$ cat src/cdp_map.svh
// Register indices, field positions, reset values and bus constants for the divider block
//
// Contract
// - Single-stage divider delays its output rising edge by programmed input cycles.
// - Offset value is start-high flag bit 4 over phase bits 3:0; <=15 delays that.
// - Offset value 16 or more delays value minus 16 plus low field plus one.
// - New offsets apply only at a sync event; software must issue one.
// - Each high and low field holds cycle count minus one.
// - Cascaded divider has two stages of 2 to 32; total is the product.
// - Cascaded stage gives low+1 low and high+1 high input cycles; with correction on, high is half of low+high+2, rounded down.
// - Both stages bypassed divides by one; second bypassed gives first ratio alone.
// - Duty correction on by default in both stages; one bit disables both.
// - Each pair may split into single-ended A and B; B is off after reset.
// - Cascaded channel fields at div3_stage1_counts, div3_stage_bypass, div3_correction_control; second channel mirrors them.
// - Without correction high time is high+1 of high+low+2 cycles.
`ifndef CDP_MAP_SVH
`define CDP_MAP_SVH

// Register indices; byte address is four times the index
`define CDP_IDX_D0_COUNTS   10'h190
`define CDP_IDX_D0_START    10'h191
`define CDP_IDX_D0_DCC      10'h192
`define CDP_IDX_D1_COUNTS   10'h193
`define CDP_IDX_D1_START    10'h194
`define CDP_IDX_D1_DCC      10'h195
`define CDP_IDX_D2_COUNTS   10'h196
`define CDP_IDX_D2_START    10'h197
`define CDP_IDX_D2_DCC      10'h198
`define CDP_IDX_D3_STAGE1   10'h199
`define CDP_IDX_D3_STAGE2   10'h19b
`define CDP_IDX_D3_BYPASS   10'h19c
`define CDP_IDX_D3_DCC      10'h19d
`define CDP_IDX_D4_STAGE1   10'h19e
`define CDP_IDX_D4_STAGE2   10'h1a0
`define CDP_IDX_D4_BYPASS   10'h1a1
`define CDP_IDX_D4_DCC      10'h1a2
`define CDP_IDX_OUT_CFG     10'h1a3
`define CDP_IDX_SYNC        10'h1a4
`define CDP_IDX_STATUS      10'h1a5

// Storage slots
`define CDP_NUM_SLOTS       18
`define CDP_SLOT_W          5
`define CDP_SLOT_CASC       5'h09
`define CDP_SLOT_OUT_CFG    5'h11

// Field positions
`define CDP_LOW_MSB         7
`define CDP_LOW_LSB         4
`define CDP_HIGH_MSB        3
`define CDP_HIGH_LSB        0
`define CDP_PO_MSB          3
`define CDP_START_HIGH_BIT  4
`define CDP_BYP_SINGLE_BIT  7
`define CDP_BYP_STAGE1_BIT  4
`define CDP_BYP_STAGE2_BIT  5
`define CDP_DCC_OFF_BIT     0
`define CDP_SYNC_BIT        0

// Reset values
`define CDP_RST_REG         8'h00
`define CDP_RST_OUT_B       2'h0

// Offset arithmetic
`define CDP_OFFSET_SPLIT    5'h10
`define CDP_RATIO_ADD       6'h02

// Bus
`define CDP_HTRANS_NONSEQ_BIT 1
`define CDP_HRESP_OKAY      1'b0

`endif

$ cat src/cdp_pkg.sv
// Types shared by the divider block
package cdp_pkg;

  typedef enum logic [2:0] {
    CDP_ST_WAIT = 3'b001,
    CDP_ST_HIGH = 3'b010,
    CDP_ST_LOW  = 3'b100
  } cdp_phase_t;

  typedef struct packed {
    cdp_phase_t phase;
    logic [4:0] cnt;
    logic [4:0] dly;
    logic       out;
  } cdp_cell_state_t;

  typedef struct packed {
    logic [17:0][7:0] regs;
    logic             wrPend;
    logic [4:0]       wrSlot;
    logic             wrSync;
    logic [7:0]       rdData;
    logic             syncP;
    logic [1:0]       outB;
  } cdp_top_state_t;

endpackage

$ cat src/cdp_div_cell.sv
// One divider stage with start delay, bypass and duty correction
`timescale 1ns/1ps
`include "cdp_map.svh"
module cdp_div_cell (
  input  wire logic       mclk,      // System clock
  input  wire logic       reset,     // Synchronous reset
  input  wire logic       tick,      // Rising edge of divider input clock
  input  wire logic       syncPulse, // Restart request
  input  wire logic       bypass,    // Divide by one
  input  wire logic       dccOn,     // Duty correction enabled
  input  wire logic [3:0] lowCnt,    // Low cycles minus one
  input  wire logic [3:0] highCnt,   // High cycles minus one
  input  wire logic [4:0] offset,    // Start delay in input cycles
  output logic            rise,      // Output rising edge this cycle
  output logic            clkOut,    // Divided clock
  output logic            running    // Past start delay
);
  import cdp_pkg::*;

  cdp_cell_state_t s_ff;
  cdp_cell_state_t nxt_s;
  logic [5:0]      ratio;
  logic [4:0]      hiLen;
  logic [4:0]      loLen;

  always_comb begin
    ratio = {2'h0, lowCnt} + {2'h0, highCnt} + `CDP_RATIO_ADD;
    // Input has rising edges only, so correction rounds high time down
    hiLen = dccOn ? ratio[5:1] : ({1'b0, highCnt} + 5'h01);
    loLen = 5'(ratio - {1'b0, hiLen});
  end

  always_comb begin
    nxt_s = s_ff;
    rise  = 1'b0;
    if (syncPulse) begin
      nxt_s.phase = CDP_ST_WAIT;
      nxt_s.dly   = offset;
      nxt_s.cnt   = 5'h00;
      nxt_s.out   = 1'b0;
    end else if (tick) begin
      if (bypass) begin
        nxt_s.phase = CDP_ST_HIGH;
        nxt_s.out   = 1'b1;
        rise        = 1'b1;
      end else begin
        case (s_ff.phase)
          CDP_ST_WAIT: begin
            if (s_ff.dly == 5'h00) begin
              nxt_s.phase = CDP_ST_HIGH;
              nxt_s.out   = 1'b1;
              nxt_s.cnt   = hiLen - 5'h01;
              rise        = 1'b1;
            end else begin
              nxt_s.dly = s_ff.dly - 5'h01;
            end
          end
          CDP_ST_HIGH: begin
            if (s_ff.cnt == 5'h00) begin
              nxt_s.phase = CDP_ST_LOW;
              nxt_s.out   = 1'b0;
              nxt_s.cnt   = loLen - 5'h01;
            end else begin
              nxt_s.cnt = s_ff.cnt - 5'h01;
            end
          end
          CDP_ST_LOW: begin
            if (s_ff.cnt == 5'h00) begin
              nxt_s.phase = CDP_ST_HIGH;
              nxt_s.out   = 1'b1;
              nxt_s.cnt   = hiLen - 5'h01;
              rise        = 1'b1;
            end else begin
              nxt_s.cnt = s_ff.cnt - 5'h01;
            end
          end
          default: begin
            nxt_s.phase = CDP_ST_WAIT;
          end
        endcase
      end
    end else if (bypass) begin
      // Bypassed output is a one-cycle copy of each input edge
      nxt_s.out = 1'b0;
    end
  end

  always_ff @(posedge mclk) begin
    if (reset) begin
      s_ff <= '{phase: CDP_ST_WAIT, cnt: 5'h00, dly: 5'h00, out: 1'b0};
    end else begin
      s_ff <= nxt_s;
    end
  end

  assign clkOut  = s_ff.out;
  assign running = (s_ff.phase != CDP_ST_WAIT);

endmodule

$ cat src/cdp_channel_divider.sv
// Five channel dividers, coarse start delay on 0 to 2 only, behind an AHB-Lite register slave
//
// Our own choice: the AHB-Lite interface to the registers.
`timescale 1ns/1ps
`include "cdp_map.svh"
module cdp_channel_divider (
  input  wire logic        mclk,        // System clock, 50 MHz
  input  wire logic        reset,       // Synchronous reset, active high
  input  wire logic        hsel,        // Slave select
  input  wire logic [31:0] haddr,       // Byte address
  input  wire logic [1:0]  htrans,      // Transfer type
  input  wire logic        hwrite,      // Write when high
  input  wire logic [2:0]  hsize,       // Transfer size
  input  wire logic [31:0] hwdata,      // Write data
  input  wire logic        hready,      // Bus ready in
  output logic             hreadyout,   // Slave ready
  output logic             hresp,       // Response, always OKAY
  output logic [31:0]      hrdata,      // Read data
  input  wire logic        divClkTick,  // One pulse per divider input rising edge
  output logic [4:0]       divOut,      // Channel outputs, A side for 3 and 4
  output logic [1:0]       divOutB      // Single-ended B outputs of channels 3 and 4
);
  import cdp_pkg::*;

  //////////////////////////////////////////////////////////////////////////////
  // Address decode

  function automatic logic [5:0] slot_of(input logic [31:0] a);
    logic [9:0] ix;
    logic [5:0] r;
    ix = a[11:2];
    r  = 6'h00;
    if (a[31:12] != 20'h00000 || a[1:0] != 2'h0) begin
      r = 6'h00;
    end else if (ix == `CDP_IDX_D0_COUNTS) begin
      r = 6'h20;
    end else if (ix == `CDP_IDX_D0_START) begin
      r = 6'h21;
    end else if (ix == `CDP_IDX_D0_DCC) begin
      r = 6'h22;
    end else if (ix == `CDP_IDX_D1_COUNTS) begin
      r = 6'h23;
    end else if (ix == `CDP_IDX_D1_START) begin
      r = 6'h24;
    end else if (ix == `CDP_IDX_D1_DCC) begin
      r = 6'h25;
    end else if (ix == `CDP_IDX_D2_COUNTS) begin
      r = 6'h26;
    end else if (ix == `CDP_IDX_D2_START) begin
      r = 6'h27;
    end else if (ix == `CDP_IDX_D2_DCC) begin
      r = 6'h28;
    end else if (ix == `CDP_IDX_D3_STAGE1) begin
      r = 6'h29;
    end else if (ix == `CDP_IDX_D3_STAGE2) begin
      r = 6'h2a;
    end else if (ix == `CDP_IDX_D3_BYPASS) begin
      r = 6'h2b;
    end else if (ix == `CDP_IDX_D3_DCC) begin
      r = 6'h2c;
    end else if (ix == `CDP_IDX_D4_STAGE1) begin
      r = 6'h2d;
    end else if (ix == `CDP_IDX_D4_STAGE2) begin
      r = 6'h2e;
    end else if (ix == `CDP_IDX_D4_BYPASS) begin
      r = 6'h2f;
    end else if (ix == `CDP_IDX_D4_DCC) begin
      r = 6'h30;
    end else if (ix == `CDP_IDX_OUT_CFG) begin
      r = 6'h31;
    end
    return r;
  endfunction

  //////////////////////////////////////////////////////////////////////////////
  // Divider state

  cdp_top_state_t s_ff;
  cdp_top_state_t nxt_s;
  logic [4:0]     running;
  logic [4:0]     cellOut;
  logic           addrPhase;
  logic [5:0]     aSlot;
  logic           aSync;
  logic           aStatus;
  logic [7:0]     rdValue;
  logic [7:0]     fwdValue;

  //////////////////////////////////////////////////////////////////////////////
  // Single-stage dividers 0 to 2

  genvar gi;
  generate
    for (gi = 0; gi < 3; gi++) begin : g_single
      logic [7:0] cntReg;
      logic [7:0] startReg;
      logic [4:0] phi;
      logic [4:0] dlyCycles;
      assign cntReg   = s_ff.regs[3*gi];
      assign startReg = s_ff.regs[3*gi+1];
      assign phi      = {startReg[`CDP_START_HIGH_BIT], startReg[`CDP_PO_MSB:0]};
      // Case split on start-high flag: low field plus one joins the delay
      assign dlyCycles = (phi < `CDP_OFFSET_SPLIT) ? phi
                       : 5'(phi - `CDP_OFFSET_SPLIT
                            + {1'b0, cntReg[`CDP_LOW_MSB:`CDP_LOW_LSB]} + 5'h01);

      cdp_div_cell u_cell (
        .mclk      (mclk),
        .reset     (reset),
        .tick      (divClkTick),
        .syncPulse (s_ff.syncP),
        .bypass    (startReg[`CDP_BYP_SINGLE_BIT]),
        .dccOn     (~s_ff.regs[3*gi+2][`CDP_DCC_OFF_BIT]),
        .lowCnt    (cntReg[`CDP_LOW_MSB:`CDP_LOW_LSB]),
        .highCnt   (cntReg[`CDP_HIGH_MSB:`CDP_HIGH_LSB]),
        .offset    (dlyCycles),
        .rise      (),
        .clkOut    (cellOut[gi]),
        .running   (running[gi])
      );
    end
  endgenerate

  //////////////////////////////////////////////////////////////////////////////
  // Cascaded dividers 3 and 4

  genvar gj;
  generate
    for (gj = 0; gj < 2; gj++) begin : g_casc
      logic [7:0] st1Reg;
      logic [7:0] st2Reg;
      logic [7:0] bypReg;
      logic       dccOn;
      logic       st1Rise;
      logic       st1Run;
      assign st1Reg = s_ff.regs[9+4*gj];
      assign st2Reg = s_ff.regs[10+4*gj];
      assign bypReg = s_ff.regs[11+4*gj];
      assign dccOn  = ~s_ff.regs[12+4*gj][`CDP_DCC_OFF_BIT];

      // Stage one edges clock stage two, so the ratios multiply
      cdp_div_cell u_stage1 (
        .mclk      (mclk),
        .reset     (reset),
        .tick      (divClkTick),
        .syncPulse (s_ff.syncP),
        .bypass    (bypReg[`CDP_BYP_STAGE1_BIT]),
        .dccOn     (dccOn),
        .lowCnt    (st1Reg[`CDP_LOW_MSB:`CDP_LOW_LSB]),
        .highCnt   (st1Reg[`CDP_HIGH_MSB:`CDP_HIGH_LSB]),
        .offset    (5'h00),
        .rise      (st1Rise),
        .clkOut    (),
        .running   (st1Run)
      );

      cdp_div_cell u_stage2 (
        .mclk      (mclk),
        .reset     (reset),
        .tick      (st1Rise),
        .syncPulse (s_ff.syncP),
        .bypass    (bypReg[`CDP_BYP_STAGE2_BIT]),
        .dccOn     (dccOn),
        .lowCnt    (st2Reg[`CDP_LOW_MSB:`CDP_LOW_LSB]),
        .highCnt   (st2Reg[`CDP_HIGH_MSB:`CDP_HIGH_LSB]),
        .offset    (5'h00),
        .rise      (),
        .clkOut    (cellOut[3+gj]),
        .running   (running[3+gj])
      );
    end
  endgenerate

  //////////////////////////////////////////////////////////////////////////////
  // Register slave

  always_comb begin
    addrPhase = hsel & hready & htrans[`CDP_HTRANS_NONSEQ_BIT];
    aSlot     = slot_of(haddr);
    aSync     = (haddr[31:12] == 20'h00000) && (haddr[11:2] == `CDP_IDX_SYNC)
                && (haddr[1:0] == 2'h0);
    aStatus   = (haddr[31:12] == 20'h00000) && (haddr[11:2] == `CDP_IDX_STATUS)
                && (haddr[1:0] == 2'h0);
    rdValue   = 8'h00;
    if (aSlot[5]) begin
      rdValue = s_ff.regs[aSlot[4:0]];
    end else if (aStatus) begin
      rdValue = {3'h0, running};
    end
    // A read right behind a write to the same register sees the new byte
    fwdValue = rdValue;
    if (s_ff.wrPend && aSlot[5] && (aSlot[4:0] == s_ff.wrSlot)) begin
      fwdValue = hwdata[7:0];
    end
  end

  always_comb begin
    nxt_s        = s_ff;
    nxt_s.syncP  = 1'b0;
    nxt_s.wrPend = 1'b0;
    nxt_s.wrSync = 1'b0;
    if (s_ff.wrPend) begin
      nxt_s.regs[s_ff.wrSlot] = hwdata[7:0];
    end
    if (s_ff.wrSync && hwdata[`CDP_SYNC_BIT]) begin
      nxt_s.syncP = 1'b1;
    end
    if (addrPhase) begin
      if (hwrite) begin
        nxt_s.wrPend = aSlot[5];
        nxt_s.wrSlot = aSlot[4:0];
        nxt_s.wrSync = aSync;
      end else begin
        nxt_s.rdData = fwdValue;
      end
    end
    // B outputs follow their A outputs only while enabled
    nxt_s.outB = cellOut[4:3] & s_ff.regs[`CDP_SLOT_OUT_CFG][1:0];
  end

  always_ff @(posedge mclk) begin
    if (reset) begin
      s_ff        <= '0;
      s_ff.outB   <= `CDP_RST_OUT_B;
      for (int k = 0; k < `CDP_NUM_SLOTS; k++) begin
        s_ff.regs[k] <= `CDP_RST_REG;
      end
    end else begin
      s_ff <= nxt_s;
    end
  end

  assign hreadyout = 1'b1;
  assign hresp     = `CDP_HRESP_OKAY;
  assign hrdata    = {24'h000000, s_ff.rdData};
  assign divOut    = cellOut;
  assign divOutB   = s_ff.outB;

endmodule

$ cat config.mk
export PLATFORM = sky130hd
export DESIGN_NAME = cdp_channel_divider
export DESIGN_NICKNAME = d
export VERILOG_FILES = /design/src/cdp_pkg.sv /design/src/cdp_div_cell.sv /design/src/cdp_channel_divider.sv
export VERILOG_INCLUDE_DIRS = /design/src /design/src/src
export SDC_FILE = /design/constraint.sdc
export NUM_CORES = 1
export LEC_CHECK = 0
export ABC_AREA = 0
export BUFFER_PORTS_ARGS = -buffer_cell sky130_fd_sc_hd__buf_2
export CAP_MARGIN = 40
export CORE_MARGIN = 2
export CORE_UTILIZATION = 65
export CTS_CLUSTER_SIZE = 12
export DETAILED_ROUTE_END_ITERATION = 8
export PLACE_DENSITY = 0.95
export SLEW_MARGIN = 30
export SYNTH_ARGS = -nofsm -noshare
export SYNTH_HDL_FRONTEND = slang
export SYNTH_SLANG_ARGS = --single-unit
$ cat constraint.sdc
create_clock -name mclk -period 5.6 [get_ports mclk]
set_input_delay 1.12 -clock mclk [delete_from_list [all_inputs] [get_ports mclk]]
set_output_delay 1.12 -clock mclk [all_outputs]
set_load 0.05 [all_outputs]
==> reports/metrics.csv, run 1 <==
metric;value;unit
Slew HR;41.2;%
startpoint types;input pin;
run status;finished clean;
CTS resizes;0;
initial cell density of the core;65.7;%
global-route wire length before repair;77900;um
fmax;272;MHz
register area share after synthesis;29.4;%
Clk Latency, worst-skew pair;0.55;ns
crit-path cells;buf_2 -> nor4_1 -> and4_1 -> and2_1 -> buf_4 -> and2_1 -> buf_12 -> nand2_1 -> a311oi_1 -> o311ai_0 -> a31oi_1;
Synth top cells by count;nor2_1, dfxtp_1, nand2_1;
Routability Congestion;0.987;
type of the most critical hold path;reg -> reg;
setup bufs post-CTS;0;
crit path kind;in -> reg;
total negative slack;0;ns
CTS Root Cell;clkbuf_16;
Row Count;60;
vias in the first global route;16000;
area leader, netlist;dfxtp_1;
ys async rst share;0;%
global-route met2 utilization;56.6;%
grt total ovfl;0;
CTS Sinks;258;
Post-Synthesis Cells;2228;
Worst VDD drop;0.232;mV
first-pass detailed-route iteration total;6;
Die Y;168;um
layout cells sized above 1;7.97;%
critical path launch point;haddr[22];
GR Util met3;5.20;%
Post-route DRC;0;
ANT cells;0;
Setup-failing EPs final;0;
fin crit share;65.6;%
Multi-input gate area;0.0113;mm^2
Crit. End Element;flop;
antenna violations before repair;0;
Critical R2R Launch;g_single[1].cntReg[5]$_SDFFE_PP0P_;
Worst Tran Pin Value;0.880;ns
clock-pin slew on the worst setup and hold paths;0.06;ns
Mapped Area;0.0176;mm^2
critical-path maximum fanout;28;
fin. max-slew vios;0;
Critical Path RT;6.07;ns
Sequential cell area;0.00516;mm^2
Worst Clk Skew;0.00901;ns
final WL;48200;um
Max H-tree Level;1;
final core occ;69.9;%
vias per cell;6.38;
Power Dens Cells;311;mW/mm^2
DR vias;16300;
GR peak layer;met2;
Synth area leaders;dfxtp_1, ha_1, mux2i_1, nor2_1, a21oi_1;
Pleak;0.00782;uW
CTS tree;done;
Post-synth top flop;dfxtp_1;
Distinct cells, synth;84;
hold-fix buffers at CTS;0;
core area;0.0267;mm^2
synth-to-layout area growth;6.49;%
Placed Area;0.0178;mm^2
DRT iter0 DRCs;1628;
die area;0.0283;mm^2
peak per-stage delay on the critical path;0.59;ns
Worst Path Arrival;4.14;ns
Routed WL per cell;18.8;um
Ys Warns;0;
GRT Total Usage;33.1;%
HP Start;g_casc[0].u_stage2.s_ff[5]$_SDFFE_PP0P_;
flops & latches, synth;258;
clock buffer depth;3;
fillers;1950;
RSZ-0062 raised after global routing;no;
Die W;168;um
Max Cap Viol;0;
EDFF count, synth;0;
number of CTS-inserted buffers;28;
Ports;116;
largest net degree at the start of global routing;113;
Final ANT Viol Nets;0;
Avg Inst Size Synth;7.88;um^2
slowest CP cell;and2_1;
met1 GRT Util;40.2;%
final net count;2416;
Tmin final;3.67;ns
Final Cell Area;0.0187;mm^2
most numerous cell in the Yosys netlist;nor2_1;
dpl hpwl;33900;um
IO buf count;61;
Final Hold Viols;0;
Yosys top cell area share;29.4;%
critical path's most frequent cell;and2_1;
[registers in the layout, summed over array words and instances (netlist names), 8 cells and up]
name	cells
g_casc.st2Reg	16
g_single.startReg	24
g_casc.u_stage1.s_ff	26
g_casc.bypReg	16
g_single.u_cell.s_ff	39
g_single.cntReg	24
hrdata	8
s_ff	56
g_casc.u_stage2.s_ff	26
g_casc.st1Reg	16
[logic make-up (layout without fill, tap and decap cells)]
family                   after synthesis  after routing  share of synthesized area (%)
XOR/XNOR                             122            122                           6.09
adder cells (fa/ha/maj)              137            137                           10.5
flip-flops                           258            258                           29.4
other                                  2             26                         0.0428
buffers and inverters                281            249                           7.11
AO/OA/AOI/OAI                        492            492                           17.5
AND/OR/NAND/NOR                      791            791                           20.9
multiplexers                         145            145                           8.43
[layout by cell type, fill, tap and decap left out, types with 57 or more instances in the layout]
master,synthesis,routed
dfxtp_1,258,258
inv_1,115,115
nor2_1,315,314
o21ai_0,99,99
a21oi_1,182,182
nand2_1,200,200
mux2i_1,132,132
ha_1,120,120
buf_2,16,61
xor2_1,57,57
xnor2_1,65,65
nand3_1,67,67
[layout make-up]
class | instances | share of cell area, %
Clock buffer | 39 | 4.24
Clock inverter | 7 | 0.489
Inverter | 117 | 2.35
Multi-Input combinational cell | 1713 | 60.2
Sequential cell | 258 | 27.6
Tap cell | 341 | 2.28
Timing Repair Buffer | 86 | 2.76
[worst max-delay path: cells and delay by family]
kind	cells	cell delay [ns]
buffers and inverters	3	0.61
and+or+nand+nor	5	1.49
AOI/OAI and AO/OA	3	0.90
[where the power goes]
group          switching [uW]  total [uW]  internal, uW
Combinational            1110        1780           677
Sequential                183        2200          2020
Clock                     760        1830          1070
[per-stage QoR]
step,cells,hold slack [ns],setup slack [ns],total power (uW)
final,2561,0.440,1.93,5820
after global routing,2561,0.460,1.64,6120
after CTS,2557,0.445,1.97,5780
after detailed placement,2511,0.437,1.45,3960
after global placement,2506,0.427,1.50,3870
after floorplan,2252,0.418,2.24,3630
[final timing paths]
kind | endpoint | slack (ns) | depth (start not counted)
hold reg to reg | g_casc[0].u_stage2.s_ff[5]$_SDFFE_PP0P_ | 0.44 | 1
hold / removal | g_casc[0].u_stage2.s_ff[5]$_SDFFE_PP0P_ | 0.44 | 1
setup / recovery | hrdata[5]$_SDFFE_PP0P_ | 1.93 | 11
setup reg to reg | g_single[1].u_cell.s_ff[10]$_SDFFE_PP0P_ | 1.94 | 15
[per-layer routing]
layer / part of all wire (%) / vias to the layer above
met5: 0 / -
met4: 5.6 / 0
met3: 8.6 / 220
met2: 47 / 844
met1: 38 / 7640
li1: - / 7639
No activity file was read; power rests on OpenSTA's default activity.
==> run 2, diff against run 1 <==
CORE_UTILIZATION = 62   (was 65)
PLACE_DENSITY = 0.93   (was 0.95)
clock period = 3.75 ns   (was 5.6 ns; I/O delays follow)
==> reports/metrics.csv, run 2 (same netlist as run 1, synthesis figures left out) <==
metric;value;unit
Routed met1 length;19000;um
max FFs per register;56;
fmax;283;MHz
critical-path maximum fanout;4;
synth-to-layout area growth;8.06;%
Reg2Reg Setup Slack;0.22;ns
peak per-stage delay on the critical path;0.38;ns
WL met2;22800;um
grt total ovfl;0;
clock-pin slew on the worst setup and hold paths;0.06;ns
Worst Tran Pin Value;0.850;ns
Routed WL per cell;18.4;um
final WL;48300;um
Max Cap Viol;0;
vias in the first global route;15500;
Power Total;8950;uW
CTS Sinks;258;
Layout Cells excl Fill;2621;
DR vias;16200;
DP Cell Count;2572;
Worst Path Arrival;3.91;ns
run status;finished clean;
startpoint types;flop;
Setup-failing EPs final;0;
crit path to;g_single[2].u_cell.s_ff[10]$_SDFFE_PP0P_;
Row Count;61;
register with the most flip-flops;s_ff;
crit path kind;reg -> reg;
Clk Latency, worst-skew pair;0.54;ns
RR Endpoint;g_single[2].u_cell.s_ff[10]$_SDFFE_PP0P_;
first-pass detailed-route iteration total;6;
type of the most critical hold path;reg -> reg;
Crit. path cell count;16;
Ports;116;
layout cells sized above 1;9.09;%
dpl hpwl;34600;um
IO buf count;61;
Final ANT Viol Nets;0;
Slew HR;43.3;%
Crit. End Element;flop;
vias per cell;6.17;
Final Hold Viols;0;
critical path launch point;g_single[2].cntReg[1]$_SDFFE_PP0P_;
Die W;172;um
Routability Congestion;1.05;
top sig layer;met4;
Placed Area;0.0180;mm^2
commonest non-fill, non-tap cell in the layout;nor2_1;
Final Cell Area;0.0190;mm^2
Power Dens Cells;472;mW/mm^2
initial cell density of the core;63.0;%
Multi-input gate area;0.0113;mm^2
fillers;2135;
Tmin final;3.53;ns
slowest CP cell;dfxtp_1;
core area;0.0279;mm^2
Die Y;172;um
Worst R2R Path Depth;16;
delay-heaviest family, CP;adder cells;
total negative slack;0;ns
setup bufs post-CTS;0;
commonest cells after routing, fill and taps aside;nor2_1, dfxtp_1, nand2_1;
GRT Total Usage;32.2;%
CTS Root Cell;clkbuf_16;
die area;0.0297;mm^2
final core occ;68.1;%
largest net degree at the start of global routing;83;
fin. max-slew vios;0;
crit-path cells;inv_1 -> ha_1 -> inv_1 -> ha_1 -> fa_2 -> xor2_2 -> o21a_1 -> inv_1 -> ha_1 -> a21o_1 -> a21oi_1 -> xor2_1 -> xnor2_1 -> o21ai_0 -> a21oi_1 -> a31oi_1;
number of CTS-inserted buffers;28;
DRT iter0 DRCs;1810;
Max H-tree Level;1;
Sequential cell area;0.00517;mm^2
Critical Path RT;4.14;ns
Post-route DRC;0;
fin crit share;94.1;%
number of buffers and inverters on the critical path;3;
final net count;2439;
Pleak;0.00795;uW
global-route wire length before repair;77000;um
Critical R2R Launch;g_single[2].cntReg[1]$_SDFFE_PP0P_;
Worst VDD drop;0.320;mV
clock buffer depth;3;
Largest regs;s_ff (56), g_single.u_cell.s_ff (39);
CTS tree;done;
antenna violations before repair;0;
met3 wire len;3880;um
ANT cells;0;
Worst Clk Skew;0.00723;ns
[run 2: report_power, final]
part           switching (uW)  total, uW  internal, uW
sequential                266       3280          3020
combinational            1690       2710          1020
clock                    1140       2950          1810
[run 2: area by class of cell]
cell class                      instances  area share [%]
Sequential cell                       258            27.2
Clock buffer                           38            4.22
Clock inverter                          8           0.871
Multi-Input combinational cell       1713            59.3
Timing Repair Buffer                  109            3.55
Tap cell                              378            2.49
Inverter                              117            2.32
[run 2: timing repair]
item                                    CTS  global route
resized for setup                         0             3
endpoints found under the hold margin     0             0
hold buffers                              0             0
endpoints found under the setup margin    0             1
[run 2: routing by layer]
metal / track usage [%] / vias to the layer above
li1: - / 7671
met1: 38.7 / 7528
met2: 55.0 / 776
met3: 5.40 / 196
met4: 17.5 / 0
met5: 0 / -
[run 2: worst register-to-register path: cells and delay by family, from the launching register on]
| kind | cells | cell delay, ns |
|---|---|---|
| DFF | 1 | 0.38 |
| adders and majority gates | 4 | 1.27 |
| xor gates and xnor gates | 3 | 0.52 |
| buffers and inverters | 3 | 0.26 |
| AOI/OAI and AO/OA | 6 | 0.95 |
[run 2: worst min-delay path by stage]
| stage | slack, ns | cells after the start | start | endpoint |
|---|---|---|---|---|
| detailed placement | 0.44 | 1 | g_casc[0].u_stage2.s_ff[5]$_SDFFE_PP0P_ | g_casc[0].u_stage2.s_ff[5]$_SDFFE_PP0P_ |
| floorplan | 0.42 | 2 | g_casc[1].u_stage2.clkOut$_SDFFE_PP0P_ | divOutB[1]$_SDFF_PP0_ |
| finish | 0.44 | 1 | g_casc[0].u_stage2.s_ff[5]$_SDFFE_PP0P_ | g_casc[0].u_stage2.s_ff[5]$_SDFFE_PP0P_ |
| global placement | 0.43 | 1 | g_casc[0].u_stage2.s_ff[5]$_SDFFE_PP0P_ | g_casc[0].u_stage2.s_ff[5]$_SDFFE_PP0P_ |
| global route | 0.47 | 1 | g_casc[0].u_stage2.s_ff[5]$_SDFFE_PP0P_ | g_casc[0].u_stage2.s_ff[5]$_SDFFE_PP0P_ |
| CTS | 0.45 | 1 | g_casc[0].u_stage2.s_ff[5]$_SDFFE_PP0P_ | g_casc[0].u_stage2.s_ff[5]$_SDFFE_PP0P_ |
[run 2: stage by stage]
step                hold slack, ns  setup WS (ns)
finish                       0.443          0.221
global route                 0.468       -0.00542
CTS                          0.446          0.157
detailed placement           0.438          0.192
global placement             0.427          0.365
floorplan                    0.418          0.488
